### src/common/gss_defines.vh
`ifndef GSS_DEFINES_VH
`define GSS_DEFINES_VH
// Register byte offsets.
`define GSS_CTRL_OFF 8'h00
`define GSS_STAT_OFF 8'h04
`define GSS_COOL_OFF 8'h08
`define GSS_SP_CRANK_OFF 8'h0c
`define GSS_SP_REST_OFF 8'h10
`define GSS_SP_DELAY_OFF 8'h14
`define GSS_SP_COOL_OFF 8'h18
`define GSS_SP_FPD_OFF 8'h1c
`define GSS_SP_AID_OFF 8'h20
`define GSS_SP_MAXC_OFF 8'h24
// Control register fields.
`define GSS_C_AUTO 0
`define GSS_C_RUN 1
`define GSS_C_STOP 2
`define GSS_C_RINIT 3
`define GSS_C_ESTOP 4
`define GSS_C_PERMIT 5
`define GSS_C_PERMIT_CON 6
`define GSS_C_LUBE 7
`define GSS_C_AIDBYP 8
`define GSS_C_IDLE 9
`define GSS_C_INHIBIT 10
`define GSS_C_PRELUBE_EN 11
`define GSS_C_IDLE_SUP 12
`define GSS_C_REMOTE_EN 13
// Setpoint reset values, seconds, and crank cycles for the maximum.
`define GSS_SP_CRANK_RST 16'h000a
`define GSS_SP_REST_RST 16'h000a
`define GSS_SP_DELAY_RST 16'h0000
`define GSS_SP_COOL_RST 16'h012c
`define GSS_SP_FPD_RST 16'h000a
`define GSS_SP_AID_RST 16'h0000
`define GSS_SP_MAXC_RST 16'h0003
// Sequencer encodings.
`define GSS_ST_INIT 4'h0
`define GSS_ST_PRECRANK 4'h1
`define GSS_ST_STARTING 4'h2
`define GSS_ST_RUNNING 4'h3
`define GSS_ST_PRECOOL 4'h4
`define GSS_ST_COOL 4'h5
`define GSS_ST_STOPPING 4'h6
`define GSS_ST_STOPPED 4'h7
`define GSS_ST_IDLING 4'h8
// Clock rate and the one-second tick.
`define GSS_CLK_HZ 100000000
`define GSS_SEC_CYCLES (`GSS_CLK_HZ * 1)
`endif

### src/rtl/gss_auto_start_stop.v
// What this block does
// RL1: Auto, run or stop command puts the control switch into that mode.
// RL2: Auto, run and stop mode outputs are true while switch in mode.
// RL3: Logic remote initiate is ORed with the physical remote initiate pin.
// RL4: Logic emergency stop is ORed with the physical emergency stop pin.
// RL5: Cooldown permit lets the sequencer leave pre-cooldown toward cooldown.
// RL6: With cooldown permit unconnected, pre-cooldown is skipped unless inhibit cooldown is set.
// RL7: With prelube in use, lube override lets the sequencer go to starting.
// RL8: Start aid bypass makes the sequencer skip the start aid timer.
// RL9: Idle command idles the engine when idle support is configured.
// RL10: Inhibit cooldown holds the sequencer in pre-cooldown until released.
// RL11: Crank terminate is true when engine speed exceeds its setpoint.
// RL12: Run state is true while the engine is commanded to start or run.
// RL13: Cooldown state is true while the set is in cooldown.
// RL14: A count of cooldown seconds remaining is output.
// RL15: Sequencer state encodes init through idling as 0 to 8.
// RL16: Fail to start output sets when that event becomes present.
// RL17: Unplanned shutdown output sets when that event becomes present.
// RL18: Timing setpoints are readable copies in seconds.
// RL19: Maximum crank cycles setpoint is readable.
// RL20: Remote control status is true when remote control is enabled.
// RL21: Inputs are sampled on the clock and outputs are registered.
// RL22: Reset gives init state and all boolean outputs low except hreadyout, which resets high.
`timescale 1ns/1ns
`include "gss_defines.vh"

module gss_auto_start_stop #(
  parameter SEC_CYCLES = `GSS_SEC_CYCLES,
  parameter SPEED_W = 16
) (
  input wire hclk,
  input wire hresetn,
  input wire hsel,
  input wire [31:0] haddr,
  input wire [1:0] htrans,
  input wire hwrite,
  input wire [2:0] hsize,
  input wire hready,
  input wire [31:0] hwdata,
  output reg [31:0] hrdata,
  output reg hreadyout,
  output reg hresp,
  input wire remote_init_pin,
  input wire estop_pin,
  input wire [SPEED_W-1:0] engine_speed,
  input wire [SPEED_W-1:0] crank_term_setpoint,
  output reg auto_mode,
  output reg run_mode,
  output reg stop_mode,
  output reg crank_terminate,
  output reg run_state,
  output reg cooldown_state,
  output reg [15:0] cooldown_remaining,
  output reg [3:0] seq_state,
  output reg idle_mode,
  output reg estop_active,
  output reg start_aid_on,
  output reg fail_to_start_event,
  output reg unplanned_shutdown_event,
  output reg remote_control_enabled
);

  localparam [1:0] SW_STOP = 2'h0;
  localparam [1:0] SW_AUTO = 2'h1;
  localparam [1:0] SW_RUN = 2'h2;

  ////////////////////////////////////////////////////////////////////////
  // Pin synchronisers: two flops before any logic reads the pins.
  // The pins are asynchronous levels, so only the second flop is read.
  reg rinit_s1_q, rinit_s2_q;
  reg estop_s1_q, estop_s2_q;
  always @(posedge hclk or negedge hresetn) begin
    if (!hresetn) begin
      rinit_s1_q <= 1'b0;
      rinit_s2_q <= 1'b0;
      estop_s1_q <= 1'b0;
      estop_s2_q <= 1'b0;
    end else begin
      rinit_s1_q <= remote_init_pin;
      rinit_s2_q <= rinit_s1_q;
      estop_s1_q <= estop_pin;
      estop_s2_q <= estop_s1_q;
    end
  end
  wire rinit_pin_s = rinit_s2_q;

  ////////////////////////////////////////////////////////////////////////
  // AHB-Lite slave: zero wait states, write data taken in the data phase.
  // The address is held over into the data phase, where the write lands.
  reg wr_pend_q;
  reg [7:0] addr_q;
  reg [13:0] ctrl_q;
  reg [15:0] sp_crank_q, sp_rest_q, sp_delay_q, sp_cool_q;
  reg [15:0] sp_fpd_q, sp_aid_q, sp_maxc_q;
  reg fts_clr_q, uns_clr_q;
  wire addr_ph = hsel & hready & htrans[1];
  always @(posedge hclk or negedge hresetn) begin
    if (!hresetn) begin
      wr_pend_q <= 1'b0;
      addr_q <= 8'h00;
      hreadyout <= 1'b1;
      hresp <= 1'b0;
    end else begin
      wr_pend_q <= addr_ph & hwrite;
      if (addr_ph) begin
        addr_q <= haddr[7:0];
      end
      hreadyout <= 1'b1;
      hresp <= 1'b0;
    end
  end

  // Register writes; setpoint copies are loaded by configuration software.
  // The two clear strobes last one cycle and act on the sticky flags.
  always @(posedge hclk or negedge hresetn) begin
    if (!hresetn) begin
      ctrl_q <= 14'h0000;
      sp_crank_q <= `GSS_SP_CRANK_RST;
      sp_rest_q <= `GSS_SP_REST_RST;
      sp_delay_q <= `GSS_SP_DELAY_RST;
      sp_cool_q <= `GSS_SP_COOL_RST;
      sp_fpd_q <= `GSS_SP_FPD_RST;
      sp_aid_q <= `GSS_SP_AID_RST;
      sp_maxc_q <= `GSS_SP_MAXC_RST;
      fts_clr_q <= 1'b0;
      uns_clr_q <= 1'b0;
    end else begin
      fts_clr_q <= 1'b0;
      uns_clr_q <= 1'b0;
      if (wr_pend_q) begin
        case (addr_q)
          `GSS_CTRL_OFF: ctrl_q <= hwdata[13:0];
          `GSS_STAT_OFF: begin
            fts_clr_q <= hwdata[16];
            uns_clr_q <= hwdata[17];
          end
          `GSS_SP_CRANK_OFF: sp_crank_q <= hwdata[15:0];
          `GSS_SP_REST_OFF: sp_rest_q <= hwdata[15:0];
          `GSS_SP_DELAY_OFF: sp_delay_q <= hwdata[15:0];
          `GSS_SP_COOL_OFF: sp_cool_q <= hwdata[15:0];
          `GSS_SP_FPD_OFF: sp_fpd_q <= hwdata[15:0];
          `GSS_SP_AID_OFF: sp_aid_q <= hwdata[15:0];
          `GSS_SP_MAXC_OFF: sp_maxc_q <= hwdata[15:0];
          default: ;
        endcase
      end
    end
  end

  ////////////////////////////////////////////////////////////////////////
  // One-second tick for the sequencer timers.
  // A timer started between ticks may run short by up to one tick period.
  reg [31:0] tick_cnt_q;
  reg tick_q;
  always @(posedge hclk or negedge hresetn) begin
    if (!hresetn) begin
      tick_cnt_q <= 32'h00000000;
      tick_q <= 1'b0;
    end else if (tick_cnt_q >= SEC_CYCLES - 1) begin
      tick_cnt_q <= 32'h00000000;
      tick_q <= 1'b1;
    end else begin
      tick_cnt_q <= tick_cnt_q + 32'h00000001;
      tick_q <= 1'b0;
    end
  end

  ////////////////////////////////////////////////////////////////////////
  // Switch mode and combined commands.
  reg [1:0] sw_q;
  wire estop_any = ctrl_q[`GSS_C_ESTOP] | estop_s2_q; // RL4
  wire rinit_any = ctrl_q[`GSS_C_RINIT] | rinit_pin_s; // RL3
  wire over_crank = engine_speed > crank_term_setpoint; // RL11
  // Stop outranks run and run outranks auto, so a held stop always wins.
  always @(posedge hclk or negedge hresetn) begin
    if (!hresetn) begin
      sw_q <= SW_STOP;
    end else if (ctrl_q[`GSS_C_STOP]) begin
      sw_q <= SW_STOP; // RL1
    end else if (ctrl_q[`GSS_C_RUN]) begin
      sw_q <= SW_RUN; // RL1
    end else if (ctrl_q[`GSS_C_AUTO]) begin
      sw_q <= SW_AUTO; // RL1
    end
  end
  // Run is wanted in run mode, or in auto mode with a remote initiate, and never during an emergency stop.
  wire want_run = !estop_any &&
                  (sw_q == SW_RUN || (sw_q == SW_AUTO && rinit_any));

  ////////////////////////////////////////////////////////////////////////
  // Sequencer with a seconds timer and crank attempt counter.
  reg [3:0] st_q;
  reg [15:0] tmr_q;
  reg [15:0] cranks_q;
  reg resting_q;
  reg fts_q, uns_q;
  wire tmr_done = (tmr_q == 16'h0000);
  // Without a wired permit source the permit is taken as given.
  wire permit_ok = !ctrl_q[`GSS_C_PERMIT_CON] | ctrl_q[`GSS_C_PERMIT];
  // Prelube only holds the start back when prelube is in use.
  wire lube_ok = !ctrl_q[`GSS_C_PRELUBE_EN] | ctrl_q[`GSS_C_LUBE];
  // Start delay plus start aid time; both are small second counts.
  wire [15:0] aid_time = ctrl_q[`GSS_C_AIDBYP] ? 16'h0000 : sp_aid_q; // RL8
  wire [16:0] precrank_sum = {1'b0, sp_delay_q} + {1'b0, aid_time};
  // Failure to start: the last crank ran out without crank terminate.
  wire fts_set = st_q == `GSS_ST_STARTING && !resting_q && tmr_done &&
                 tick_q && !over_crank && cranks_q + 16'h0001 >= sp_maxc_q;
  // Unplanned shutdown: speed fell away while the engine was still wanted.
  wire uns_set = st_q == `GSS_ST_RUNNING && want_run && !over_crank;

  always @(posedge hclk or negedge hresetn) begin
    if (!hresetn) begin
      st_q <= `GSS_ST_INIT; // RL22
      tmr_q <= 16'h0000;
      cranks_q <= 16'h0000;
      resting_q <= 1'b0;
    end else if (estop_any) begin
      // Emergency stop wins over every state; the crank count is kept.
      st_q <= `GSS_ST_STOPPED;
      tmr_q <= 16'h0000;
    end else begin
      if (tick_q && !tmr_done) begin
        tmr_q <= tmr_q - 16'h0001;
      end
      case (st_q)
        // Init lasts a single cycle after reset.
        `GSS_ST_INIT: st_q <= `GSS_ST_STOPPED;
        // Stopped: a run request starts the delay and start aid timer.
        `GSS_ST_STOPPED: if (want_run) begin
          st_q <= `GSS_ST_PRECRANK;
          tmr_q <= precrank_sum[15:0]; // RL8
        end
        // Pre-crank: wait out the timer and, when in use, the prelube.
        `GSS_ST_PRECRANK: if (!want_run) begin
          st_q <= `GSS_ST_STOPPED;
        end else if (tmr_done && lube_ok) begin // RL7
          st_q <= `GSS_ST_STARTING;
          tmr_q <= sp_crank_q;
          cranks_q <= 16'h0000;
          resting_q <= 1'b0;
        end
        // Starting: alternate crank and rest periods until speed is reached.
        `GSS_ST_STARTING: if (!want_run) begin
          st_q <= `GSS_ST_STOPPING;
        end else if (over_crank) begin
          st_q <= `GSS_ST_RUNNING;
        end else if (fts_set) begin
          st_q <= `GSS_ST_STOPPED;
        end else if (tmr_done && tick_q) begin
          resting_q <= !resting_q;
          tmr_q <= resting_q ? sp_crank_q : sp_rest_q;
          if (!resting_q) begin
            cranks_q <= cranks_q + 16'h0001;
          end
        end
        // Running: leave for cooldown, for idle or, on a stall, for stopped.
        `GSS_ST_RUNNING: if (uns_set) begin
          st_q <= `GSS_ST_STOPPED;
        end else if (!want_run) begin
          st_q <= permit_ok && !ctrl_q[`GSS_C_INHIBIT] ?
                  `GSS_ST_COOL : `GSS_ST_PRECOOL; // RL6
          tmr_q <= sp_cool_q;
        end else if (ctrl_q[`GSS_C_IDLE] && ctrl_q[`GSS_C_IDLE_SUP]) begin
          st_q <= `GSS_ST_IDLING; // RL9
        end
        // Idling: a stop goes toward cooldown just as from running.
        `GSS_ST_IDLING: if (!want_run) begin
          st_q <= permit_ok && !ctrl_q[`GSS_C_INHIBIT] ?
                  `GSS_ST_COOL : `GSS_ST_PRECOOL; // RL6
          tmr_q <= sp_cool_q;
        end else if (!ctrl_q[`GSS_C_IDLE]) begin
          st_q <= `GSS_ST_RUNNING;
        end
        // Pre-cooldown: hold until permitted and no longer inhibited.
        `GSS_ST_PRECOOL: if (want_run) begin
          st_q <= `GSS_ST_RUNNING;
        end else if (permit_ok && !ctrl_q[`GSS_C_INHIBIT]) begin
          st_q <= `GSS_ST_COOL; // RL5 RL10
          tmr_q <= sp_cool_q;
        end
        // Cooldown: count the cooldown time down, or resume on a run request.
        `GSS_ST_COOL: if (want_run) begin
          st_q <= `GSS_ST_RUNNING;
        end else if (tmr_done) begin
          st_q <= `GSS_ST_STOPPING;
        end
        // Stopping: wait for the engine to fall below crank terminate speed.
        `GSS_ST_STOPPING: if (!over_crank) begin
          st_q <= `GSS_ST_STOPPED;
        end
        default: st_q <= `GSS_ST_INIT;
      endcase
    end
  end

  // Sticky event flags; a new event wins over a clear in the same cycle.
  always @(posedge hclk or negedge hresetn) begin
    if (!hresetn) begin
      fts_q <= 1'b0;
      uns_q <= 1'b0;
    end else begin
      fts_q <= fts_set | (fts_q & !fts_clr_q); // RL16
      uns_q <= uns_set | (uns_q & !uns_clr_q); // RL17
    end
  end

  ////////////////////////////////////////////////////////////////////////
  // Registered status outputs, all low after reset.
  always @(posedge hclk or negedge hresetn) begin
    if (!hresetn) begin
      auto_mode <= 1'b0; // RL22
      run_mode <= 1'b0;
      stop_mode <= 1'b0;
      crank_terminate <= 1'b0;
      run_state <= 1'b0;
      cooldown_state <= 1'b0;
      cooldown_remaining <= 16'h0000;
      seq_state <= `GSS_ST_INIT;
      idle_mode <= 1'b0;
      estop_active <= 1'b0;
      start_aid_on <= 1'b0;
      fail_to_start_event <= 1'b0;
      unplanned_shutdown_event <= 1'b0;
      remote_control_enabled <= 1'b0;
    end else begin
      auto_mode <= sw_q == SW_AUTO; // RL2 RL21
      run_mode <= sw_q == SW_RUN; // RL2
      stop_mode <= sw_q == SW_STOP; // RL2
      crank_terminate <= over_crank; // RL11
      run_state <= st_q == `GSS_ST_STARTING || st_q == `GSS_ST_RUNNING ||
                   st_q == `GSS_ST_IDLING; // RL12
      cooldown_state <= st_q == `GSS_ST_COOL; // RL13
      cooldown_remaining <= st_q == `GSS_ST_COOL ? tmr_q : 16'h0000; // RL14
      seq_state <= st_q; // RL15
      idle_mode <= st_q == `GSS_ST_IDLING; // RL9
      estop_active <= estop_any; // RL4
      start_aid_on <= st_q == `GSS_ST_PRECRANK && !ctrl_q[`GSS_C_AIDBYP] &&
                      !tmr_done; // RL8
      fail_to_start_event <= fts_q; // RL16
      unplanned_shutdown_event <= uns_q; // RL17
      remote_control_enabled <= ctrl_q[`GSS_C_REMOTE_EN]; // RL20
    end
  end

  ////////////////////////////////////////////////////////////////////////
  // Read data mux, unmapped addresses read zero.
  // Decoded from the address phase so the data phase sees it at once.
  reg [31:0] rd_d;
  always @* begin
    case (haddr[7:0])
      `GSS_CTRL_OFF: rd_d = {18'h00000, ctrl_q};
      `GSS_STAT_OFF: rd_d = {14'h0000, uns_q, fts_q, 8'h00,
                             estop_any, over_crank, sw_q, st_q};
      `GSS_COOL_OFF: rd_d = {16'h0000, cooldown_remaining}; // RL14
      `GSS_SP_CRANK_OFF: rd_d = {16'h0000, sp_crank_q}; // RL18
      `GSS_SP_REST_OFF: rd_d = {16'h0000, sp_rest_q}; // RL18
      `GSS_SP_DELAY_OFF: rd_d = {16'h0000, sp_delay_q}; // RL18
      `GSS_SP_COOL_OFF: rd_d = {16'h0000, sp_cool_q}; // RL18
      `GSS_SP_FPD_OFF: rd_d = {16'h0000, sp_fpd_q}; // RL18
      `GSS_SP_AID_OFF: rd_d = {16'h0000, sp_aid_q}; // RL18
      `GSS_SP_MAXC_OFF: rd_d = {16'h0000, sp_maxc_q}; // RL19
      default: rd_d = 32'h00000000;
    endcase
  end

  // Read data is registered at the address-phase edge for the data phase.
  // A read right after a write to the same register sees the old value.
  always @(posedge hclk or negedge hresetn) begin
    if (!hresetn) begin
      hrdata <= 32'h00000000;
    end else if (addr_ph && !hwrite) begin
      hrdata <= rd_d; // RL21
    end
  end

endmodule // gss_auto_start_stop

### config.mk
export PLATFORM = sky130hd
export DESIGN_NAME = gss_auto_start_stop
export DESIGN_NICKNAME = d
export VERILOG_FILES = /design/src/rtl/gss_auto_start_stop.v
export VERILOG_INCLUDE_DIRS = /design/src /design/src/common
export SDC_FILE = /design/constraint.sdc
export NUM_CORES = 1
export LEC_CHECK = 0
export BUFFER_PORTS_ARGS = -buffer_cell sky130_fd_sc_hd__buf_4
export CORE_MARGIN = 4
export CORE_UTILIZATION = 60
export CTS_BUF_LIST = sky130_fd_sc_hd__clkbuf_4 sky130_fd_sc_hd__clkbuf_8
export DETAILED_ROUTE_END_ITERATION = 6
export PLACE_DENSITY_LB_ADDON = 0.05
export SLEW_MARGIN = 40
export SYNTH_ARGS = -nofsm -noshare
export SYNTH_HDL_FRONTEND = slang
export SYNTH_SLANG_ARGS = --single-unit
export TNS_END_PERCENT = 1
### constraint.sdc
create_clock -name hclk -period 4.8 [get_ports hclk]
set_input_delay 0.48 -clock hclk [delete_from_list [all_inputs] [get_ports hclk]]
set_output_delay 0.48 -clock hclk [all_outputs]
set_load 0.01 [all_outputs]
After elaboration in Yosys (flattened, before gate mapping):

Index checks and enable logic that the tools add are counted.

* bits of input ports: 108
* output and inout port bits: 66
* register bits after elaboration: 279

* add/subtract/negate cells: 4
* muxes and demuxes: 61
* $lt $le $gt $ge: 3
* eq/ne operators: 42
* reduce and logical (&&, ||, !) cells: 49
* bitwise operators: 12

Operator list (count)
* 16-bit two-way mux: 23
* 18-bit case mux with 10 select lines: 1
* 16-bit case mux with 6 select lines: 1
* 4-bit two-way mux: 17
* 8-bit by 5-bit == test with 1-bit output (second input constant): 8
* 4-bit case mux with 9 select lines: 1
* 32-bit by 1-bit adder with 32-bit output (second input constant): 1
* 8-bit by 6-bit == test with 1-bit output (second input constant): 4
* 32-bit by 27-bit greater-or-equal comparator with 1-bit output (second input constant): 1
* 32-bit two-way mux: 1
* 16-bit case mux with 2 select lines: 1
* 8-bit by 4-bit == test with 1-bit output (second input constant): 3
* 1-bit logical AND: 17
* 16-bit by 1-bit adder with 16-bit output (second input constant): 1
* 16-bit adder: 1
* 4-bit by 3-bit == test with 1-bit output (second input constant): 4
* 8-bit by 3-bit == test with 1-bit output (second input constant): 2
* 16-bit greater-or-equal comparator: 1
* 16-bit > comparator: 1
* 16-bit logical NOT: 1
* 8-bit logical NOT: 2
* 4-bit != test (second input constant): 4
* 2-bit AND reduction: 8
* 8-bit AND reduction: 2
* other kinds (22): 65

Logic depth before layout (Yosys ltp):

* word-level depth: 11
* mapped depth: 18
* depth with buffers taken out: 16

Worst setup path after synthesis:

OpenSTA, ideal clock, no wires.

* path type: register to register
* start: register cranks_q[0]
* end: register st_q[0]
* stages on the path, launching flop included: 17
* path slack: 0.883 ns
* arrival: 3.792 ns
* cells stage by stage: dfrtp_1 -> ha_1 -> nand3_1 -> nor2_1 -> and3_1 -> clkbuf_1 -> nand3_1 -> xnor2_1 -> ha_1 -> and4_1 -> nand4_1 -> o311ai_0 -> o21a_1 -> a311o_1 -> a21oi_1 -> a311oi_2 -> mux2_2

* cells in the longest elaborated chain, start to end: 5

RTL lines
* from (decl): RTL line gss_auto_start_stop.v:194 `reg [15:0] cranks_q;`
* from (signal assigned): RTL line gss_auto_start_stop.v:253 `cranks_q <= cranks_q + 16'h0001;`
* 16-bit by 1-bit adder with 16-bit output: RTL line gss_auto_start_stop.v:207 `tick_q && !over_crank && cranks_q + 16'h0001 >= sp_maxc_q;`
* 16-bit greater-or-equal comparator: RTL line gss_auto_start_stop.v:207
* 1-bit logical AND: RTL line gss_auto_start_stop.v:206 `` wire fts_set = st_q == `GSS_ST_STARTING && !resting_q && tmr_done && ``
* 5-bit != test (no line)
* 8-bit AND reduction (no line)
* to (signal assigned): RTL line gss_auto_start_stop.v:213 `` st_q <= `GSS_ST_INIT; ``
* to (signal assigned): RTL line gss_auto_start_stop.v:219 `` st_q <= `GSS_ST_STOPPED; ``
* to (signal assigned): RTL line gss_auto_start_stop.v:227 `` `GSS_ST_INIT: st_q <= `GSS_ST_STOPPED; ``
* to (decl): RTL line gss_auto_start_stop.v:192 `reg [3:0] st_q;`

No other way between the ends.
A chain may end at the register's enable or synchronous reset.

Worst setup path in the final report:

Ends and elaborated chain as after synthesis.

==> summary.md <==
| Metric | Value |
|---|---|
| Status | finished clean |
| Cell Rows | between 50 and 60 |
| Tcrit/Tclk final | 92.9% |
| Post-Syn Area | 14,900 um^2 |
| Crit-path max cell delay | approximately 0.43 ns |
| Xor and xnor area share after synthesis | between 3 and 4% |
| Max-cap violations | 0 |
| Gr ovfl total | 0 |
| DR iter-0 viols | between 1k and 1.5k |
| CTS clock-pin slew for the worst setup and hold paths | roughly 0.06 ns |
| Unique masters post-synth | between 90 and 100 |
| Final core utilization | 70.1% |
| Number of global-route vias before repair | around 12k |
| FFs w/ async S/R, synth | 100% |
| Final Hold Viols | 0 |
| Num ports | between 150 and 200 |
| Commonest non-fill, non-tap cells in the layout | dfrtp_1, buf_4, mux2_2, nor2_1, nand2_1 |
| Fraction of synthesized area in multiplexers | approximately an eighth |
| Wire length reported by the detailed router | 44,100 um |
| Final setup TNS | 0 ns |
| Worst EP required | 5.25 ns |
| First-pass GRT wire length | between 60,000 and 70,000 um |
| ANT cells | 0 |
| NumNets Final | 1,738 |
| CTS tree | done |
| Clock Latency Late Sink | approximately 0.57 ns |
| Share of cells above drive strength 1 | around a quarter |
| Die H | 166 um |
| Initial core utilization | 61.1% |
| DPL Wire Length | 31,600 um |
| Place WS | ~0.31 ns |
| Die area | ~27,000 um^2 |
| Worst Hold Class | in2reg |
| Final setup violation count | 0 |
| Slew @ Worst Pin | a little over 0.9 ns |
| Worst setup SP type | flop |
| Placer congestion estimate | a little over 1 |
| Ys flop type | dfrtp_1 |
| Lkg Pwr | roughly 7.7 nW |
| PwrDens | 403 nW/um^2 |
| Pin count of the biggest net entering global routing | 109 |
| Synth Area in Adders | 4.42% |
| Main combinational cell family by area after synthesis | compound AO/OA/AOI/OAI gates |
| Post-synthesis compound-gate area fraction | around 16% |
| CTS H-tree lvls | 2 |
| GRT Total Usage | about 32% |
| RSZ-0062 raised after global routing | yes |
| Die Wd | roughly 170 um |
| Max Fclk | roughly 220 MHz |
| Average wire per standard cell | between 20 and 25 um |
| Sequential element share of the synthesized area | about 45% |
| Worst path cell trace | nand3_1 -> nor2_1 -> and3_1 -> and3_1 -> and3_1 -> nand3_1 -> xnor2_1 -> ha_1 -> nand2_1 -> o21a_1 -> a211oi_1 -> o21a_1 -> a311o_1 -> a21oi_1 -> a311oi_2 -> mux2_2 |
| Post-synth EDFFs | 0 |
| CTS max path bufs | 3 |
| DRT Pass-1 Iters | 6 |
| Slowest CP cell | o21a_1 |
| Synth warnings | 0 |
| Most used cell, CP | and3_1 |
| FF+latch count, synth | 265 |
| Max_slew headroom | 39.2% |
| Synth-to-Final Area Change | 14.8% |
| Port buffer count | about 120 |
| Worst Path Max Fanout | 5 |
| Post-route antenna net violation count | 0 |
| Core Area | approximately 24,000 um^2 |
| Setup crit end kind | flop |
| Filler Cell Count | 1,941 |
| Critical path type | reg2reg |
| Minimum clock period | 4.46 ns |
| Number of remaining DRC errors | 0 |
| Syn avg cell area | approximately 10 um^2 |
| CTS sink count | between 200 and 300 |
| Via Count | 12.4k |
| Clock skew | 0.0262 ns |
| Clock tree root driver cell | clkbuf_8 |
| Worst Path Arrival | roughly 5 ns |
| Cells after Synth | approximately 1.5k |
| Vias per inst | roughly 6.4 |
| Total CTS buffers | 44 |
| WP buf/inv | 0 |
| Initial antenna violation count | 1 |
| Synth Area in Simple Gates | roughly 15% |
| Top delay family on crit path | compound AO/OA/AOI/OAI gates |
| Peak supply drop | 272 uV |
| Most common cell after layout, fill and taps aside | dfrtp_1 |
| Slew Viols, Final | 0 |
| Final worst slack | roughly 0.34 ns |
| Final Cell Area | approximately 17,000 um^2 |
| Placed inst area | about 16,000 um^2 |
==> layout make-up <==
cell class	instances	area, um^2	area share, %
Tap cell	324	405	2.37
Clock inverter	9	108	0.629
Timing Repair Buffer	143	1120	6.53
Multi-Input combinational cell	1063	7770	45.5
Inverter	61	229	1.34
Clock buffer	67	822	4.81
Sequential cell	265	6650	38.9
==> worst register-to-register path, cell delays in order (launching register included) <==
cell and delay, ns:
dfrtp_1 0.42, nand3_1 0.19, nor2_1 0.26, and3_1 0.30, and3_1 0.26, and3_1 0.26
nand3_1 0.11, xnor2_1 0.15, ha_1 0.33, nand2_1 0.06, o21a_1 0.18, a211oi_1 0.28
o21a_1 0.43, a311o_1 0.25, a21oi_1 0.09, a311oi_2 0.38, mux2_2 0.39
==> cell families (layout without fill, tap and decap cells) <==
logic type | count (synthesis) | in the layout
xor+xnor | 62 | 62
simple gates | 424 | 424
other cells | 2 | 21
flops | 265 | 265
mux | 158 | 158
buf+inv | 141 | 280
fa+ha+maj | 52 | 52
compound gates | 346 | 346
==> Yosys cell counts (all sizes together) (4+ instances only) <==
cell type  number  area share, %
a22o           25            1.5
o211ai          9           0.45
xnor2          29            1.7
and3           29            1.2
nor4           11           0.71
mux2i          20            1.3
nand3          51            1.8
a22oi          29            1.5
a21oi          66            2.2
mux2          138             10
a222oi          7           0.47
inv            61            1.5
and4            4           0.24
buf            29            1.5
o22ai           5           0.21
nand2          87            2.2
a211oi          9           0.45
nand2b         12           0.50
o31ai           6           0.39
a221oi         33            2.0
nand4          11           0.46
xor2           33            1.9
o221ai          5           0.29
or4             5           0.33
a221o           8           0.54
and2            8           0.36
nor3           39            1.4
a31oi          18           0.80
o21a            7           0.35
dfstp          12            2.1
dfrtp         253             43
ha             51            4.3
or2             5           0.21
nor2          112            2.8
nor2b          26            1.1
clkbuf         51            1.4
o21ai          68            2.3
or3            10           0.42
a21o           24            1.3
==> timing repair <==
action / 4_1_cts / 5_1_grt
setup buffers: 0 / 0
hold buffers: 1 / 0
setup endpoints to repair: 0 / 3
endpoints found under the hold margin: 45 / 0
gates resized for setup: 0 / 2
==> per-layer routing <==
metal / up-vias / track usage [%] / wire (um)
met2: 622 / 49.6 / 19600
met5: - / 0 / 11
met1: 6088 / 45.9 / 18600
met3: 121 / 7.50 / 4440
met4: 2 / 10.4 / 1460
li1: 5569 / - / -
==> per-stage QoR <==
stage	std cells	hold WS (ns)	power [W]
after detailed placement	1855	0.343	0.00473
after CTS	1932	0.0122	0.00684
after floorplan	1469	0.184	0.00405
final	1932	0.0229	0.00689
after global routing	1932	0.00570	0.00722
after global placement	1854	0.338	0.00470
==> report_power, final <==
part | internal, W | switching [W]
Combinational | 0.000833 | 0.00126
Sequential | 0.00243 | 0.000254
Clock | 0.00120 | 0.000912
Total | 0.00446 | 0.00243
==> final timing paths <==
kind,startpoint,to,slack (ns),cells after the start
worst max-delay path,cranks_q[0],st_q[0],0.34,16
min in group asynchronous,hresetn,seq_state[0],0.42,2
worst min-delay path,remote_init_pin,rinit_s1_q,0.02,1
worst min register to register,estop_s1_q,estop_s2_q,0.36,0
max in group asynchronous,hresetn,sp_rest_q[5],3.16,4
worst max register to register,cranks_q[0],st_q[0],0.34,16
==> registers in the layout, indices dropped and copies added (netlist names), 14 cells and up <==
register and flops:
sp_rest_q 16, cooldown_remaining 16, sp_crank_q 16, sp_delay_q 16, tmr_q 16, cranks_q 16
sp_cool_q 16, hrdata 18, ctrl_q 14, tick_cnt_q 32, sp_maxc_q 16, sp_fpd_q 16
sp_aid_q 16
(Power assumes the default switching activity.)
